[src/srap_pkg.sv]
// package for the serial register access port
package srap_pkg;
  localparam int FRAME_BITS = 40;
  localparam int DATA_BITS = 32;
  localparam int ADDR_BITS = 7;
  localparam int DIR_BIT_POS = 39;
  localparam int STATUS_LSB = 32;
  localparam logic [7:0] STATUS_RESET = 8'h00;
  localparam logic [39:0] SHIFT_RESET = 40'h0000000000;
  localparam logic [31:0] DATA_RESET = 32'h00000000;
  localparam logic [5:0] BITCNT_RESET = 6'h00;
  localparam logic [5:0] BITCNT_FULL = 6'h28;
  // status byte field positions
  localparam int ST_RESET_POS = 0;
  localparam int ST_DRV_ERR1_POS = 1;
  localparam int ST_DRV_ERR2_POS = 2;
  localparam int ST_VREACH1_POS = 3;
  localparam int ST_VREACH2_POS = 4;
  localparam int ST_STOPL1_POS = 5;
  localparam int ST_STOPL2_POS = 6;
  localparam int ST_RSVD_POS = 7;
  // global status register address (reading it clears its flags)
  localparam logic [6:0] GLOBAL_STATUS_ADDR = 7'h01;

  typedef struct packed {
    logic direction_select_bit;
    logic [6:0] addr;
    logic [31:0] data;
  } srap_frame_t;

  typedef struct packed {
    logic stop_left2;
    logic stop_left1;
    logic vel_reached2;
    logic vel_reached1;
  } srap_ramp_t;

  typedef struct packed {
    logic drv_err2;
    logic drv_err1;
    logic reset_flag;
  } srap_gflags_t;

  typedef enum logic [1:0] {
    SRAP_IDLE,
    SRAP_SHIFT,
    SRAP_EXEC
  } srap_state_t;
endpackage

[src/srap_port.sv]
// serial register access port: slave side of the 40-bit register datagram link
`timescale 1ns/1ns
module srap_port
  import srap_pkg::*;
(
  // system
  input wire logic clk,
  input wire logic reset_n,
  // serial link pins
  input wire logic sck,
  input wire logic sdi,
  input wire logic cs_n,
  output logic sdo,
  output logic sdo_oe,
  // register file side
  output logic reg_wr,
  output logic reg_rd,
  output logic [6:0] reg_addr,
  output logic [31:0] reg_wdata,
  input wire logic [31:0] reg_rdata,
  // status sources
  input wire srap_ramp_t ramp_status,
  input wire srap_gflags_t global_status_register,
  // global status flags cleared by a read of that register
  output logic global_status_clear
);

  // edge of a synchronised level against its copy one clock older
  function automatic logic rise_of(input logic now_level, input logic old_level);
    return now_level && !old_level;
  endfunction

  function automatic logic fall_of(input logic now_level, input logic old_level);
    return !now_level && old_level;
  endfunction

  // status byte from live flags; the reserved bit always reads zero
  function automatic logic [7:0] pack_status(input srap_ramp_t rp, input srap_gflags_t gs);
    logic [7:0] byte_v;
    byte_v = STATUS_RESET;
    byte_v[ST_RESET_POS] = gs.reset_flag;
    byte_v[ST_DRV_ERR1_POS] = gs.drv_err1;
    byte_v[ST_DRV_ERR2_POS] = gs.drv_err2;
    byte_v[ST_VREACH1_POS] = rp.vel_reached1;
    byte_v[ST_VREACH2_POS] = rp.vel_reached2;
    byte_v[ST_STOPL1_POS] = rp.stop_left1;
    byte_v[ST_STOPL2_POS] = rp.stop_left2;
    byte_v[ST_RSVD_POS] = 1'b0;
    return byte_v;
  endfunction

  // synchroniser stages, plus one older copy of sck and cs for edges
  logic sck_s1;
  logic sck_s2;
  logic sck_d;
  logic sdi_s1;
  logic sdi_s2;
  logic cs_s1;
  logic cs_s2;
  logic cs_d;
  // frame controller
  srap_state_t state;
  srap_state_t next_state;
  logic [39:0] shift;
  logic [5:0] bitcnt;
  srap_frame_t cmd;
  // reply pipeline
  logic [7:0] status;
  logic [31:0] reply_data;
  // next values of the registers
  logic [39:0] next_shift;
  logic [5:0] next_bitcnt;
  logic [39:0] next_cmd;
  logic next_reg_wr;
  logic next_reg_rd;
  logic next_global_status_clear;
  logic [6:0] next_reg_addr;
  logic [31:0] next_reg_wdata;
  logic [7:0] next_status_byte;
  logic [31:0] next_reply_data;
  logic next_sdo_oe;
  logic next_sdo;

  // sck: two flops against metastability, a third for the edge
  // reset values match the idle pins, so no false edge follows reset
  always_ff @(posedge clk or negedge reset_n) begin
    if (!reset_n) begin
      sck_s1 <= 1'b1;
      sck_s2 <= 1'b1;
      sck_d <= 1'b1;
    end else begin
      sck_s1 <= sck;
      sck_s2 <= sck_s1;
      sck_d <= sck_s2;
    end
  end

  // sdi: same delay as sck, so each bit meets its own edge
  always_ff @(posedge clk or negedge reset_n) begin
    if (!reset_n) begin
      sdi_s1 <= 1'b0;
      sdi_s2 <= 1'b0;
    end else begin
      sdi_s1 <= sdi;
      sdi_s2 <= sdi_s1;
    end
  end

  // cs_n: two flops against metastability, a third for the edge
  always_ff @(posedge clk or negedge reset_n) begin
    if (!reset_n) begin
      cs_s1 <= 1'b1;
      cs_s2 <= 1'b1;
      cs_d <= 1'b1;
    end else begin
      cs_s1 <= cs_n;
      cs_s2 <= cs_s1;
      cs_d <= cs_s2;
    end
  end

  // edges on synchronised levels; sck counts only while selected
  wire selected = !cs_s2 && !cs_d;
  wire sck_rise = selected && rise_of(sck_s2, sck_d);
  wire sck_fall = selected && fall_of(sck_s2, sck_d);
  wire cs_fall = fall_of(cs_s2, cs_d);
  wire cs_rise = rise_of(cs_s2, cs_d);

  // qualified events of the frame controller
  wire load_reply = (state == SRAP_IDLE) && cs_fall;
  wire take_cmd = (state == SRAP_SHIFT) && cs_rise;
  // a late sck edge in the clock that cs rises is not shifted in
  wire take_bit = (state == SRAP_SHIFT) && !cs_rise && sck_rise;
  wire drive_bit = (state == SRAP_SHIFT) && sck_fall;
  wire in_exec = (state == SRAP_EXEC);
  wire frame_ok = (bitcnt == BITCNT_FULL);
  wire is_write = cmd.direction_select_bit;

  // data paths
  wire [39:0] shift_in = {shift[38:0], sdi_s2};
  wire [39:0] reply_word = {status, reply_data};
  wire [7:0] next_status = pack_status(ramp_status, global_status_register);
  // the count saturates, so longer frames keep only the last 40 bits
  wire [5:0] bitcnt_step = frame_ok ? bitcnt : bitcnt + 6'h01;

  // shifter: loaded with the reply as cs falls, then one bit per sck rise
  assign next_shift = load_reply ? reply_word :
    take_bit ? shift_in :
    shift;
  assign next_bitcnt = load_reply ? BITCNT_RESET :
    take_bit ? bitcnt_step :
    bitcnt;
  assign next_cmd = take_cmd ? shift :
    cmd;
  // strobes last one clock; the register file acts on them
  assign next_reg_wr = in_exec && is_write;
  assign next_reg_rd = in_exec && !is_write;
  assign next_global_status_clear = next_reg_rd && (cmd.addr == GLOBAL_STATUS_ADDR);
  // address and write data hold until the next command
  assign next_reg_addr = in_exec ? cmd.addr :
    reg_addr;
  assign next_reg_wdata = next_reg_wr ? cmd.data :
    reg_wdata;
  assign next_status_byte = in_exec ? next_status :
    status;
  // read data arrives one clock after its strobe
  assign next_reply_data = next_reg_wr ? cmd.data :
    reg_rd ? reg_rdata :
    reply_data;
  // the pin is released as soon as the synchronised cs goes high
  assign next_sdo_oe = (state == SRAP_SHIFT) && !cs_s2;
  assign next_sdo = load_reply ? reply_word[39] :
    drive_bit ? shift[39] :
    sdo;

  // frame controller: idle, shifting, one clock of execution
  always_comb begin
    next_state = state;
    case (state)
      SRAP_IDLE: begin
        if (cs_fall) begin
          next_state = SRAP_SHIFT;
        end
      end
      SRAP_SHIFT: begin
        // a frame shorter than 40 bits is dropped with no access
        if (cs_rise) begin
          next_state = frame_ok ? SRAP_EXEC : SRAP_IDLE;
        end
      end
      SRAP_EXEC: begin
        next_state = SRAP_IDLE;
      end
      default: begin
        next_state = SRAP_IDLE;
      end
    endcase
  end

  // state register
  always_ff @(posedge clk or negedge reset_n) begin
    if (!reset_n) begin
      state <= SRAP_IDLE;
    end else begin
      state <= next_state;
    end
  end

  // shift register
  always_ff @(posedge clk or negedge reset_n) begin
    if (!reset_n) begin
      shift <= SHIFT_RESET;
    end else begin
      shift <= next_shift;
    end
  end

  // received bit count
  always_ff @(posedge clk or negedge reset_n) begin
    if (!reset_n) begin
      bitcnt <= BITCNT_RESET;
    end else begin
      bitcnt <= next_bitcnt;
    end
  end

  // command taken as cs rises
  always_ff @(posedge clk or negedge reset_n) begin
    if (!reset_n) begin
      cmd <= SHIFT_RESET;
    end else begin
      cmd <= next_cmd;
    end
  end

  // write strobe
  always_ff @(posedge clk or negedge reset_n) begin
    if (!reset_n) begin
      reg_wr <= 1'b0;
    end else begin
      reg_wr <= next_reg_wr;
    end
  end

  // read strobe
  always_ff @(posedge clk or negedge reset_n) begin
    if (!reset_n) begin
      reg_rd <= 1'b0;
    end else begin
      reg_rd <= next_reg_rd;
    end
  end

  // clear request for the global status flags
  always_ff @(posedge clk or negedge reset_n) begin
    if (!reset_n) begin
      global_status_clear <= 1'b0;
    end else begin
      global_status_clear <= next_global_status_clear;
    end
  end

  // register address
  always_ff @(posedge clk or negedge reset_n) begin
    if (!reset_n) begin
      reg_addr <= 7'h00;
    end else begin
      reg_addr <= next_reg_addr;
    end
  end

  // write data
  always_ff @(posedge clk or negedge reset_n) begin
    if (!reset_n) begin
      reg_wdata <= DATA_RESET;
    end else begin
      reg_wdata <= next_reg_wdata;
    end
  end

  // status byte latched at the end of each executed access
  always_ff @(posedge clk or negedge reset_n) begin
    if (!reset_n) begin
      status <= STATUS_RESET;
    end else begin
      status <= next_status_byte;
    end
  end

  // reply data: read data of the previous read, or echo of the previous write
  always_ff @(posedge clk or negedge reset_n) begin
    if (!reset_n) begin
      reply_data <= DATA_RESET;
    end else begin
      reply_data <= next_reply_data;
    end
  end

  // output enable
  always_ff @(posedge clk or negedge reset_n) begin
    if (!reset_n) begin
      sdo_oe <= 1'b0;
    end else begin
      sdo_oe <= next_sdo_oe;
    end
  end

  // serial output, loaded with the reply msb as cs falls, then moved only after a falling sck
  always_ff @(posedge clk or negedge reset_n) begin
    if (!reset_n) begin
      sdo <= 1'b0;
    end else begin
      sdo <= next_sdo;
    end
  end
endmodule

[config.mk]
export PLATFORM = sky130hd
export DESIGN_NAME = srap_port
export DESIGN_NICKNAME = d
export VERILOG_FILES = /design/src/srap_pkg.sv /design/src/srap_port.sv
export SDC_FILE = /design/constraint.sdc
export NUM_CORES = 1
export LEC_CHECK = 0
export BUFFER_PORTS_ARGS = -buffer_cell sky130_fd_sc_hd__buf_2
export CAP_MARGIN = 20
export CORE_ASPECT_RATIO = 1.75
export CORE_MARGIN = 8
export CORE_UTILIZATION = 40
export DETAILED_ROUTE_END_ITERATION = 10
export PLACE_DENSITY = 0.67
export SLEW_MARGIN = 20
export SYNTH_ARGS = -nofsm -noshare
export SYNTH_HDL_FRONTEND = slang
export SYNTH_SLANG_ARGS = --single-unit
[constraint.sdc]
create_clock -name clk -period 1.64 [get_ports clk]
set_input_delay 0.246 -clock clk [delete_from_list [all_inputs] [get_ports clk]]
set_output_delay 0.246 -clock clk [all_outputs]
set_load 0.01 [all_outputs]
======== Yosys cells after proc, flatten, opt, wreduce, memory -nomap -nowiden ========
Index checks and enable logic that the tools add are counted.
operators by class
  add/sub/neg operators ................... 1
  shifts and indexed selects .............. 0
  equal/unequal tests ..................... 7
  reduce and logical (&&, ||, !) cells .... 28
  bitwise gates (word level) .............. 0
  $mul .................................... 0
  $lt $le $gt $ge ......................... 0
  mux-type cells .......................... 13
  div/mod/pow operators ................... 0
operators with widths
  operator             count
  $mux 40              2
  $mux 32              2
  $mux 6               3
  $logic_and 1x1->1    16
  $eq 7x1->1 const B   1
  $add 6x1->6 const B  1
  $eq 6x6->1 const B   1
  $logic_not 1->1      6
  $mux 2               3
  $ne 2x2->1 const B   3
  $reduce_bool 2->1    3
  $pmux 2 s2           1
  $reduce_and 2->1     2
  $eq 2x1->1 const B   1
  $eq 2x2->1 const B   1
  $logic_not 2->1      1
  $mux 1               2
storage, ports and cells
  memories kept ........................... 0
  flip-flop bits (word level) ............. 179
  bits in writable memories ............... 0
  bits of input ports ..................... 44
  memory bits (read-only) ................. 0
  output and inout port bits .............. 44
  bits in latches ......................... 0

======== Logic depth before layout (Yosys ltp) ========
Gate-level depths: netlist (run 1).
  depth in word-level cells ............... 7
  gate-level depth with buffers ........... 8
  gate-level depth less buffers ........... 6

======== Least setup slack after synthesis (run 1) ========
Ideal clock, no wire load.
  path kind ............................... register to register
  start ................................... reg cs_s2
  end ..................................... reg cmd[0] in the netlist's numbering
  slack ................................... -0.099 ns
  data required time ...................... 1.515 ns
  setup time .............................. 0.125 ns
  stages on the path, launching flop included .. 5
  data arrival time ....................... 1.614 ns
  buffers on the path ..................... 1
  cell sequence ........................... dfstp_2 -> inv_2 -> nor4b_2 -> buf_4 -> mux2_2
on the way
  longest elaborated chain between the ends .. 2
ends and longest elaborated chain
  what                      RTL line          source
  start: declaration        srap_port.sv:59   logic cs_s2;
  start signal: assignment  srap_port.sv:117  cs_s2 <= cs_s1;
  $logic_and 1x1->1         srap_port.sv:30   return now_level && !old_level;
  $logic_and 1x1->1         srap_port.sv:131  wire take_cmd = (state == SRAP_SHIFT) && cs_rise;
  end signal: assignment    srap_port.sv:232  cmd <= next_cmd;
  end: declaration          srap_port.sv:66   srap_frame_t cmd;
No other way between the ends.
A chain may end at the register's enable or synchronous reset.

======== Worst setup path after layout (run 1) ========
  start ................................... reg state[1]
  end ..................................... reg cmd[6] in the netlist's numbering
on the way
  longest elaborated chain between the ends .. 2
ends and longest elaborated chain
  what                      RTL line          source
  start: declaration        srap_port.sv:62   srap_state_t state;
  start signal: assignment  srap_port.sv:205  state <= next_state;
  $eq 2x1->1                srap_port.sv:131
  $logic_and 1x1->1         srap_port.sv:131
No other way between the ends.

==> results.md, run 1 <==
* Synthesized cell area at 7232 µm²
* Critical Path AT at 2.00 ns
* Initial Util at 0.4042
* DP HPWL at 10590 µm
* Via count at 4848
* Drt first pass iters at 4
* Yosys reg bits at 179
* Full die area at 22810 µm²
* PwrDens at 1255 nW/µm²
* Post-place setup slack at -0.1657 ns
* Final Hold Violating Endpoints at 0
* Multi-input gate area at 2684 µm²
* Fmax at 590.9 MHz
* DRC at 0
* MaxCap Viol Count at 0
* Netlist cell types at 36
* Fillers at 1570
* Worst Path Class, Setup: flip-flop to flip-flop
* CP Data Required Time at 1.95 ns
* Routed Wire Length at 17520 µm
* Clock tree from TritonCTS: yes
* Pleak at 4.609 nW
* Total power at 0.01155 W
* Min Tclk post-route at 1.692 ns
* Area Overhead vs Synth at 27.27%
* Placed cell count at 911
* Finish-stage setup viols at 72
* Row Count at 65
* Via-to-Cell Ratio at 5.024
* Nets at 764
* Core area at 17890 µm²
* Worst Path Max Fanout at 9
* Synth top area share at 0.5986
* Ys Warns at 0
* Die H at 193.9 µm
* Sequential area share after synthesis at 0.6204
* Final setup margin at -0.05247 ns
* Mapped Avg Cell Area at 12.13 µm²
* RSZ-0062 raised after global routing: yes
* Initial antenna violation count at 1
* Largest net degree at the start of global routing at 66
* Vias in the first global route at 5133
* Grt ovf at 0
* Antenna viol nets, final at 0
* Post-Place Cell Area at 8107 µm²
* CTS Buffer Depth at 2
* Sink Count at 179
* FF+latch area at 4488 µm²
* Non-filler cells in the finished layout at 965
* Ant diodes at 0
* Crit start category: flip-flop
* Post-route setup TNS at -1.238 ns
* Clock slew at reported path FFs at 0.07 ns
* Final period util at 1.032
* Area contributors post-synth: dfrtp_1, mux2i_1, mux2_2, nand2_1, o21ai_1
* Htree depth at 4
* Chip Width at 117.6 µm
* Worst clock skew at 0.01055 ns
* Critical Path Sink Type: flip-flop
* Cts bufs inserted at 17
* Yosys top cell by area: dfrtp_1
* Mapped Cells at 596
* DRT iter0 DRCs at 252
* Failing checks: negative setup slack
* First-pass GRT wire length at 26500 µm
* Worst slew margin at 0.7297
* Syn_nets at 642
* Outcome: complete, but fails checks
* Design Area, Final at 9204 µm²
* Worst slew pin tran at 0.4039 ns
* All-Layer GR Usage at 0.1465
* Maximum VDD drop at 0.5722 mV
* IO buf count at 87
* Root buf cell: clkbuf_16
* HP Class: primary input to flip-flop
* Final Wtd Congestion at 0.7788
* Clock Latency Late Sink at 0.43 ns
* Ports at 88
* Fin. max-slew vios at 0
* Proportion of layout cells with a drive suffix above 1 at 0.3228
* WL per Instance at 18.15 µm
stage by stage:
step,hold WS (ns),utilization
2_1_floorplan,-0.04959,-
3_3_place_gp,0.1433,0.4531
3_5_place_dp,0.1482,0.4531
4_1_cts,0.03519,0.4966
5_1_grt,0.03333,0.5144
6_report,0.04670,0.5144
critical path: stages (launching register included):
cell and delay, ns:
dfrtp_1 0.40, buf_6 0.14, nor4b_4 0.34, buf_6 0.20
buf_12 0.15, mux2_2 0.34
cell usage after synthesis, drive strengths merged:
| cell type | number |
|---|---|
| a21oi | 3 |
| nor4 | 1 |
| dfstp | 6 |
| nor3b | 2 |
| clkbuf | 10 |
| or4b | 1 |
| nor2 | 7 |
| nand4b | 1 |
| dfrtp | 173 |
| ha | 2 |
| buf | 23 |
| nand2 | 141 |
| and3 | 1 |
| nand4 | 1 |
| nand3 | 6 |
| nor2b | 2 |
| or4 | 1 |
| inv | 4 |
| o211ai | 2 |
| nor4b | 2 |
| xor2 | 2 |
| and4 | 2 |
| o21ai | 73 |
| mux2 | 54 |
| and2 | 1 |
| o31ai | 3 |
| mux2i | 72 |
sequential cells by signal, indices dropped and copies added (netlist names), 2 cells and up:
signal	flops
bitcnt	6
cmd	39
reg_addr	7
reg_wdata	32
reply_data	32
shift	40
state	2
status	7
power by group:
group	total, W	switching [W]	internal [W]
clock network	0.00399	0.00184	0.00215
logic	0.00173	0.000693	0.00104
registers	0.00582	0.000589	0.00523
total	0.0115	0.00312	0.00842
layer usage:
metal	vias to the layer above	track usage	share of wire
li1	2280	-	-
met1	2425	0.1608	0.40
met2	122	0.2646	0.54
met3	19	0.03149	0.042
met4	2	0.06441	0.017
met5	-	0	0.00046
worst paths after layout:
path	startpoint	endpoint	slack [ns]	depth (start not counted)
setup / recovery	state[1]	cmd[6]	-0.05	5
hold / removal	ramp_status[2]	status[5]	0.05	2
setup reg to reg	state[1]	cmd[6]	-0.05	5
hold reg to reg	sdi_s1	sdi_s2	0.36	0
max in group asynchronous	reset_n	cs_d	0.69	3
min in group asynchronous	reset_n	reg_wdata[28]	0.26	2
area by class of cell:
class	count	share of cell area
repair buffers	136	0.1252
clock buffers	18	0.04663
flip-flops and latches	179	0.4876
well taps	234	0.03181
multi-input cells	380	0.2916
clock inverters	14	0.01550
inverters	4	0.001631
cells by family (layout without fill, tap and decap cells):
logic type,count (synthesis),in the layout,share of synthesized area
AO/OA/AOI/OAI,81,81,0.05778
XOR/XNOR,2,2,0.002423
adder cells (fa/ha/maj),2,2,0.003460
buffers and inverters,37,172,0.02924
flip-flops,179,179,0.6204
multiplexers,126,126,0.1837
AND/OR/NAND/NOR,169,169,0.1029
placed cells by master, fill, tap and decap left out, types with 3 or more instances in the layout:
| master | synthesis | final |
|---|---|---|
| dlygate4sd3_1 | 0 | 4 |
| nor2_1 | 7 | 7 |
| mux2_2 | 51 | 23 |
| inv_8 | 0 | 3 |
| dfstp_2 | 6 | 6 |
| inv_6 | 0 | 5 |
| dfrtp_1 | 173 | 172 |
| buf_12 | 0 | 11 |
| nand2_1 | 140 | 138 |
| buf_2 | 10 | 86 |
| mux2_4 | 0 | 30 |
| mux2i_1 | 72 | 71 |
| o21ai_0 | 15 | 15 |
| buf_16 | 0 | 4 |
| buf_4 | 8 | 16 |
| nand3_1 | 6 | 6 |
| buf_6 | 4 | 9 |
| clkbuf_16 | 0 | 21 |
| o21ai_1 | 58 | 58 |
repair_timing:
action                     in CTS  in global routing
setup endpoints to repair      76                 87
pin swaps                       1                  5
setup buffers                   3                  4
gates resized for setup        13                 38
hold buffers                    4                  0
cloned                          4                  7
hold endpoints to repair       29                  0
Note: power is estimated with default switching activity, not from simulation.
==> run 2, diff against run 1 <==
--- a/config.mk
+++ b/config.mk
@@ -5,12 +5,14 @@
 export SDC_FILE = /design/constraint.sdc
 export NUM_CORES = 1
 export LEC_CHECK = 0
+export ABC_AREA = 1
 export BUFFER_PORTS_ARGS = -buffer_cell sky130_fd_sc_hd__buf_2
 export CAP_MARGIN = 20
 export CORE_ASPECT_RATIO = 1.75
 export CORE_MARGIN = 8
 export CORE_UTILIZATION = 40
 export DETAILED_ROUTE_END_ITERATION = 10
+export GPL_TIMING_DRIVEN = 0
 export PLACE_DENSITY = 0.67
 export SLEW_MARGIN = 20
 export SYNTH_ARGS = -nofsm -noshare
==> run 2 against run 1 <==
Largest power group unchanged. Sequential share of layout area increased by 2.0 points. Critical path type is now flip-flop to output port. Power increased by 0.73%. Cell area decreased by 3.9%. The run now ends clean. Critical path depth decreased by 4.
==> results.md, run 2 <==
* DRT iter0 DRCs at 379 (+50%)
* Worst clock skew at 0.01154 ns (+0.0009819 ns)
* Synth top area share at 0.5893 (-0.009278)
* RSZ-0062 raised after global routing: no
* Crit path cell chain: buf_2
* Fin. max-slew vios at 0 (unchanged)
* IO buf count at 87 (unchanged)
* DP HPWL at 12620 µm (+19%)
* Antenna viol nets, final at 0 (unchanged)
* Total power at 0.01163 W (+0.73%)
* Ys Warns at 0 (unchanged)
* Syn_nets at 851 (+33%)
* Sink Count at 179 (unchanged)
* Final core occ at 0.4901 (-0.02432)
* Post-route setup TNS at 0 ns (+1.238 ns)
* Number of flip-flops under the largest register name at 40 (unchanged)
* Worst Path Max Fanout at 12 (+3)
* Area contributors post-synth: dfrtp_1, nand2_1, o21ai_0, inv_1, o211ai_1
* Pleak at 4.551 nW (-1.3%)
* Mapped Cells at 805 (+35%)
* Core area at 18050 µm² (+0.91%)
* Vias in the first global route at 5976 (+16%)
* CP Data Required Time at 1.39 ns (-0.56 ns)
* Yosys top cell by area: dfrtp_1
* Clock slew at reported path FFs at 0.07 ns (about the same)
* Initial Util at 0.4069 (+0.002665)
* Netlist cell types at 32 (-11%)
* Most frequent cells in the layout: nand2_1, dfrtp_1, o21ai_0
* Commonest non-fill, non-tap cell in the layout: nand2_1
* Ports at 88 (unchanged)
* Flop pwr share at 0.501 (-0.003)
* Maximum VDD drop at 0.7370 mV (+29%)
* Leading registers by flop count: shift (40), cmd (39)
* Htree depth at 4 (unchanged)
* Synth top cells by count: nand2_1, dfrtp_1, o21ai_0
* Nets at 966 (+26%)
* Synthesized cell area at 7346 µm² (+1.6%)
* MaxCap Viol Count at 0 (unchanged)
* Drt first pass iters at 5 (+1)
* Sequential area share after synthesis at 0.6108 (-0.009616)
* First-pass GRT wire length at 29710 µm (+12%)
* DRC at 0 (unchanged)
* Pint at 0.008339 W (-0.99%)
* Finish-stage setup viols at 0 (-100%)
* Largest net degree at the start of global routing at 96 (+45%)
* Mapped Avg Cell Area at 9.125 µm² (-25%)
* All-Layer GR Usage at 0.1602 (+0.01373)
* Placed cell count at 1128 (+24%)
* Post-place setup slack at -0.03259 ns (+0.1331 ns)
* Worst path depth at 1 (-4)
* Net switching power at 0.003293 W (+5.4%)
* WL per Instance at 15.12 µm (-17%)
* Slowest CP cell: dfrtp_1
* Root buf cell: clkbuf_16
* Non-filler cells in the finished layout at 1167 (+21%)
* Full die area at 23130 µm² (+1.4%)
* Final Wtd Congestion at 0.7698 (-1.2%)
* Critical Path AT at 1.30 ns (-0.70 ns)
* Final setup margin at 0.09256 ns (+0.1450 ns)
* Reg2reg path depth at 7 (+2)
* Routed Wire Length at 17640 µm (+0.71%)
* Worst slew margin at 0.6297 (-0.1001)
* Grt ovf at 0 (unchanged)
* Hold depth at 3 (+1)
* Crit start category: flip-flop
* PwrDens at 1314 nW/µm² (+4.8%)
* Worst slew pin tran at 0.5555 ns (+0.1516 ns)
* Post-synth EDFFs at 0 (unchanged)
* Final Hold Violating Endpoints at 0 (unchanged)
* Slowest Stage Delay on Critical Path at 0.63 ns (+0.23 ns)
* Proportion of layout cells with a drive suffix above 1 at 0.1961 (-0.1267)
* Sw Ratio at 0.2831 (+0.01245)
* Worst Path Class, Setup: flip-flop to output port
* Die H at 195.3 µm (+0.72%)
* Delay-heaviest family, CP: flip-flops
* CTS Buffer Depth at 2 (unchanged)
* Top-count cell post-synth: nand2_1
* Most common flop cell mapped by yosys: dfrtp_1
* Fmax at 646.2 MHz (+9.4%)
* FFs w/ async S/R, synth at 1.000 (unchanged)
* Clock tree from TritonCTS: yes
* HP Class: primary input to flip-flop
* Clock share of power at 0.349 (+0.003)
* Via-to-Cell Ratio at 4.822 (-4.0%)
* Initial antenna violation count at 1 (unchanged)
* Chip Width at 118.4 µm (+0.68%)
* Outcome: completed
* Row Count at 65 (unchanged)
* Final period util at 0.9436 (-0.08843)
* Largest Register: shift
* Clock Latency Late Sink at 0.43 ns (about the same)
* Critical path buffer and inverter count at 1 (-2)
* Min Tclk post-route at 1.547 ns (-0.1450 ns)
* Area Overhead vs Synth at 20.46%
* Via count at 5627 (+16%)
* Yosys reg bits at 179 (unchanged)
* Combinational Power Share at 0.150 (about the same)
* Cts bufs inserted at 17 (unchanged)
* Ant diodes at 0 (unchanged)
* Critical Path Sink Type: output port
## run 2: cell types whose count changed in the layout (fill, tap and decap cells not counted), moves of 11 or more
cell      delta
buf_12      -11
buf_2       +14
inv_1       +90
mux2_2      -23
mux2_4      -30
mux2i_1     -71
nand2_1    +134
nand3_1     +16
o211ai_1    +30
o21ai_0     +99
o21ai_1     -43
## run 2: worst reg2reg max path: stages, from the launching register on
cell	delay (ns)
dfrtp_2	0.47
nor2_4	0.14
nand3_4	0.12
buf_4	0.17
clkbuf_2	0.19
o21ai_0	0.22
nand2_1	0.07
o21ai_1	0.08
## run 2: stage by stage
stage | area, µm² | hold WS, ns
after floorplan | 7346 | -0.04959
after global placement | 8074 | 0.3372
after detailed placement | 8139 | 0.07249
after CTS | 8796 | 0.01451
after global routing | 8848 | 0.02814
final | 8848 | 0.02777
## run 2: path summary, 6_finish.rpt
kind                                           start      endpoint  slack, ns
max in group asynchronous                    reset_n     status[3]       0.39
min                        global_status_register[0]     status[0]       0.03
min reg2reg                                   sdi_s1        sdi_s2       0.35
min in group asynchronous                    reset_n  reg_wdata[5]       0.21
max                                           reg_rd        reg_rd       0.09
max reg2reg                                 state[0]     shift[34]       0.10
## run 2: layout make-up
cell class / instances / area (µm²)
Buffer: 39 / 241.5
Clock buffer: 20 / 446.7
Clock inverter: 12 / 145.1
Fill cell: 1765 / 9206
Inverter: 97 / 364.1
Multi-Input combinational cell: 489 / 2298
Sequential cell: 179 / 4489
Tap cell: 234 / 292.8
Timing Repair Buffer: 97 / 570.5
## run 2: power groups by stage
| stage | clock network [W] | logic (W) | registers (W) |
|---|---|---|---|
| global route | 0.00433 | 0.00206 | 0.00593 |
| finish | 0.00406 | 0.00174 | 0.00583 |
| global placement | 0 | 0.00163 | 0.00585 |
| floorplan | 0 | 0.00123 | 0.00577 |
| CTS | 0.00415 | 0.00175 | 0.00582 |
| detailed placement | 0 | 0.00170 | 0.00589 |
## run 2: kinds of logic (layout without fill, tap and decap cells)
family / after synthesis / after routing / share of synthesized area
simple gates: 318 / 318 / 0.1780
flops: 179 / 179 / 0.6108
compound gates: 167 / 167 / 0.1269
buf+inv: 137 / 265 / 0.07852
fa+ha+maj: 2 / 2 / 0.003406
xor+xnor: 2 / 2 / 0.002385
## run 2: timing repair
action,4_1_cts,5_1_grt
hold buffers,4,0
setup buffers,2,2
pin swaps,1,1
setup endpoints to repair,25,106
hold endpoints to repair,106,0
gates resized for setup,5,37
## run 2: metal layers
metal  GRT usage  vias up  wire, µm
li1            -     2781         -
met1      0.1746     2690      7013
met2      0.2908      125      9499
met3     0.03697       29       724
met4     0.06736        2       397
met5           0        -        10
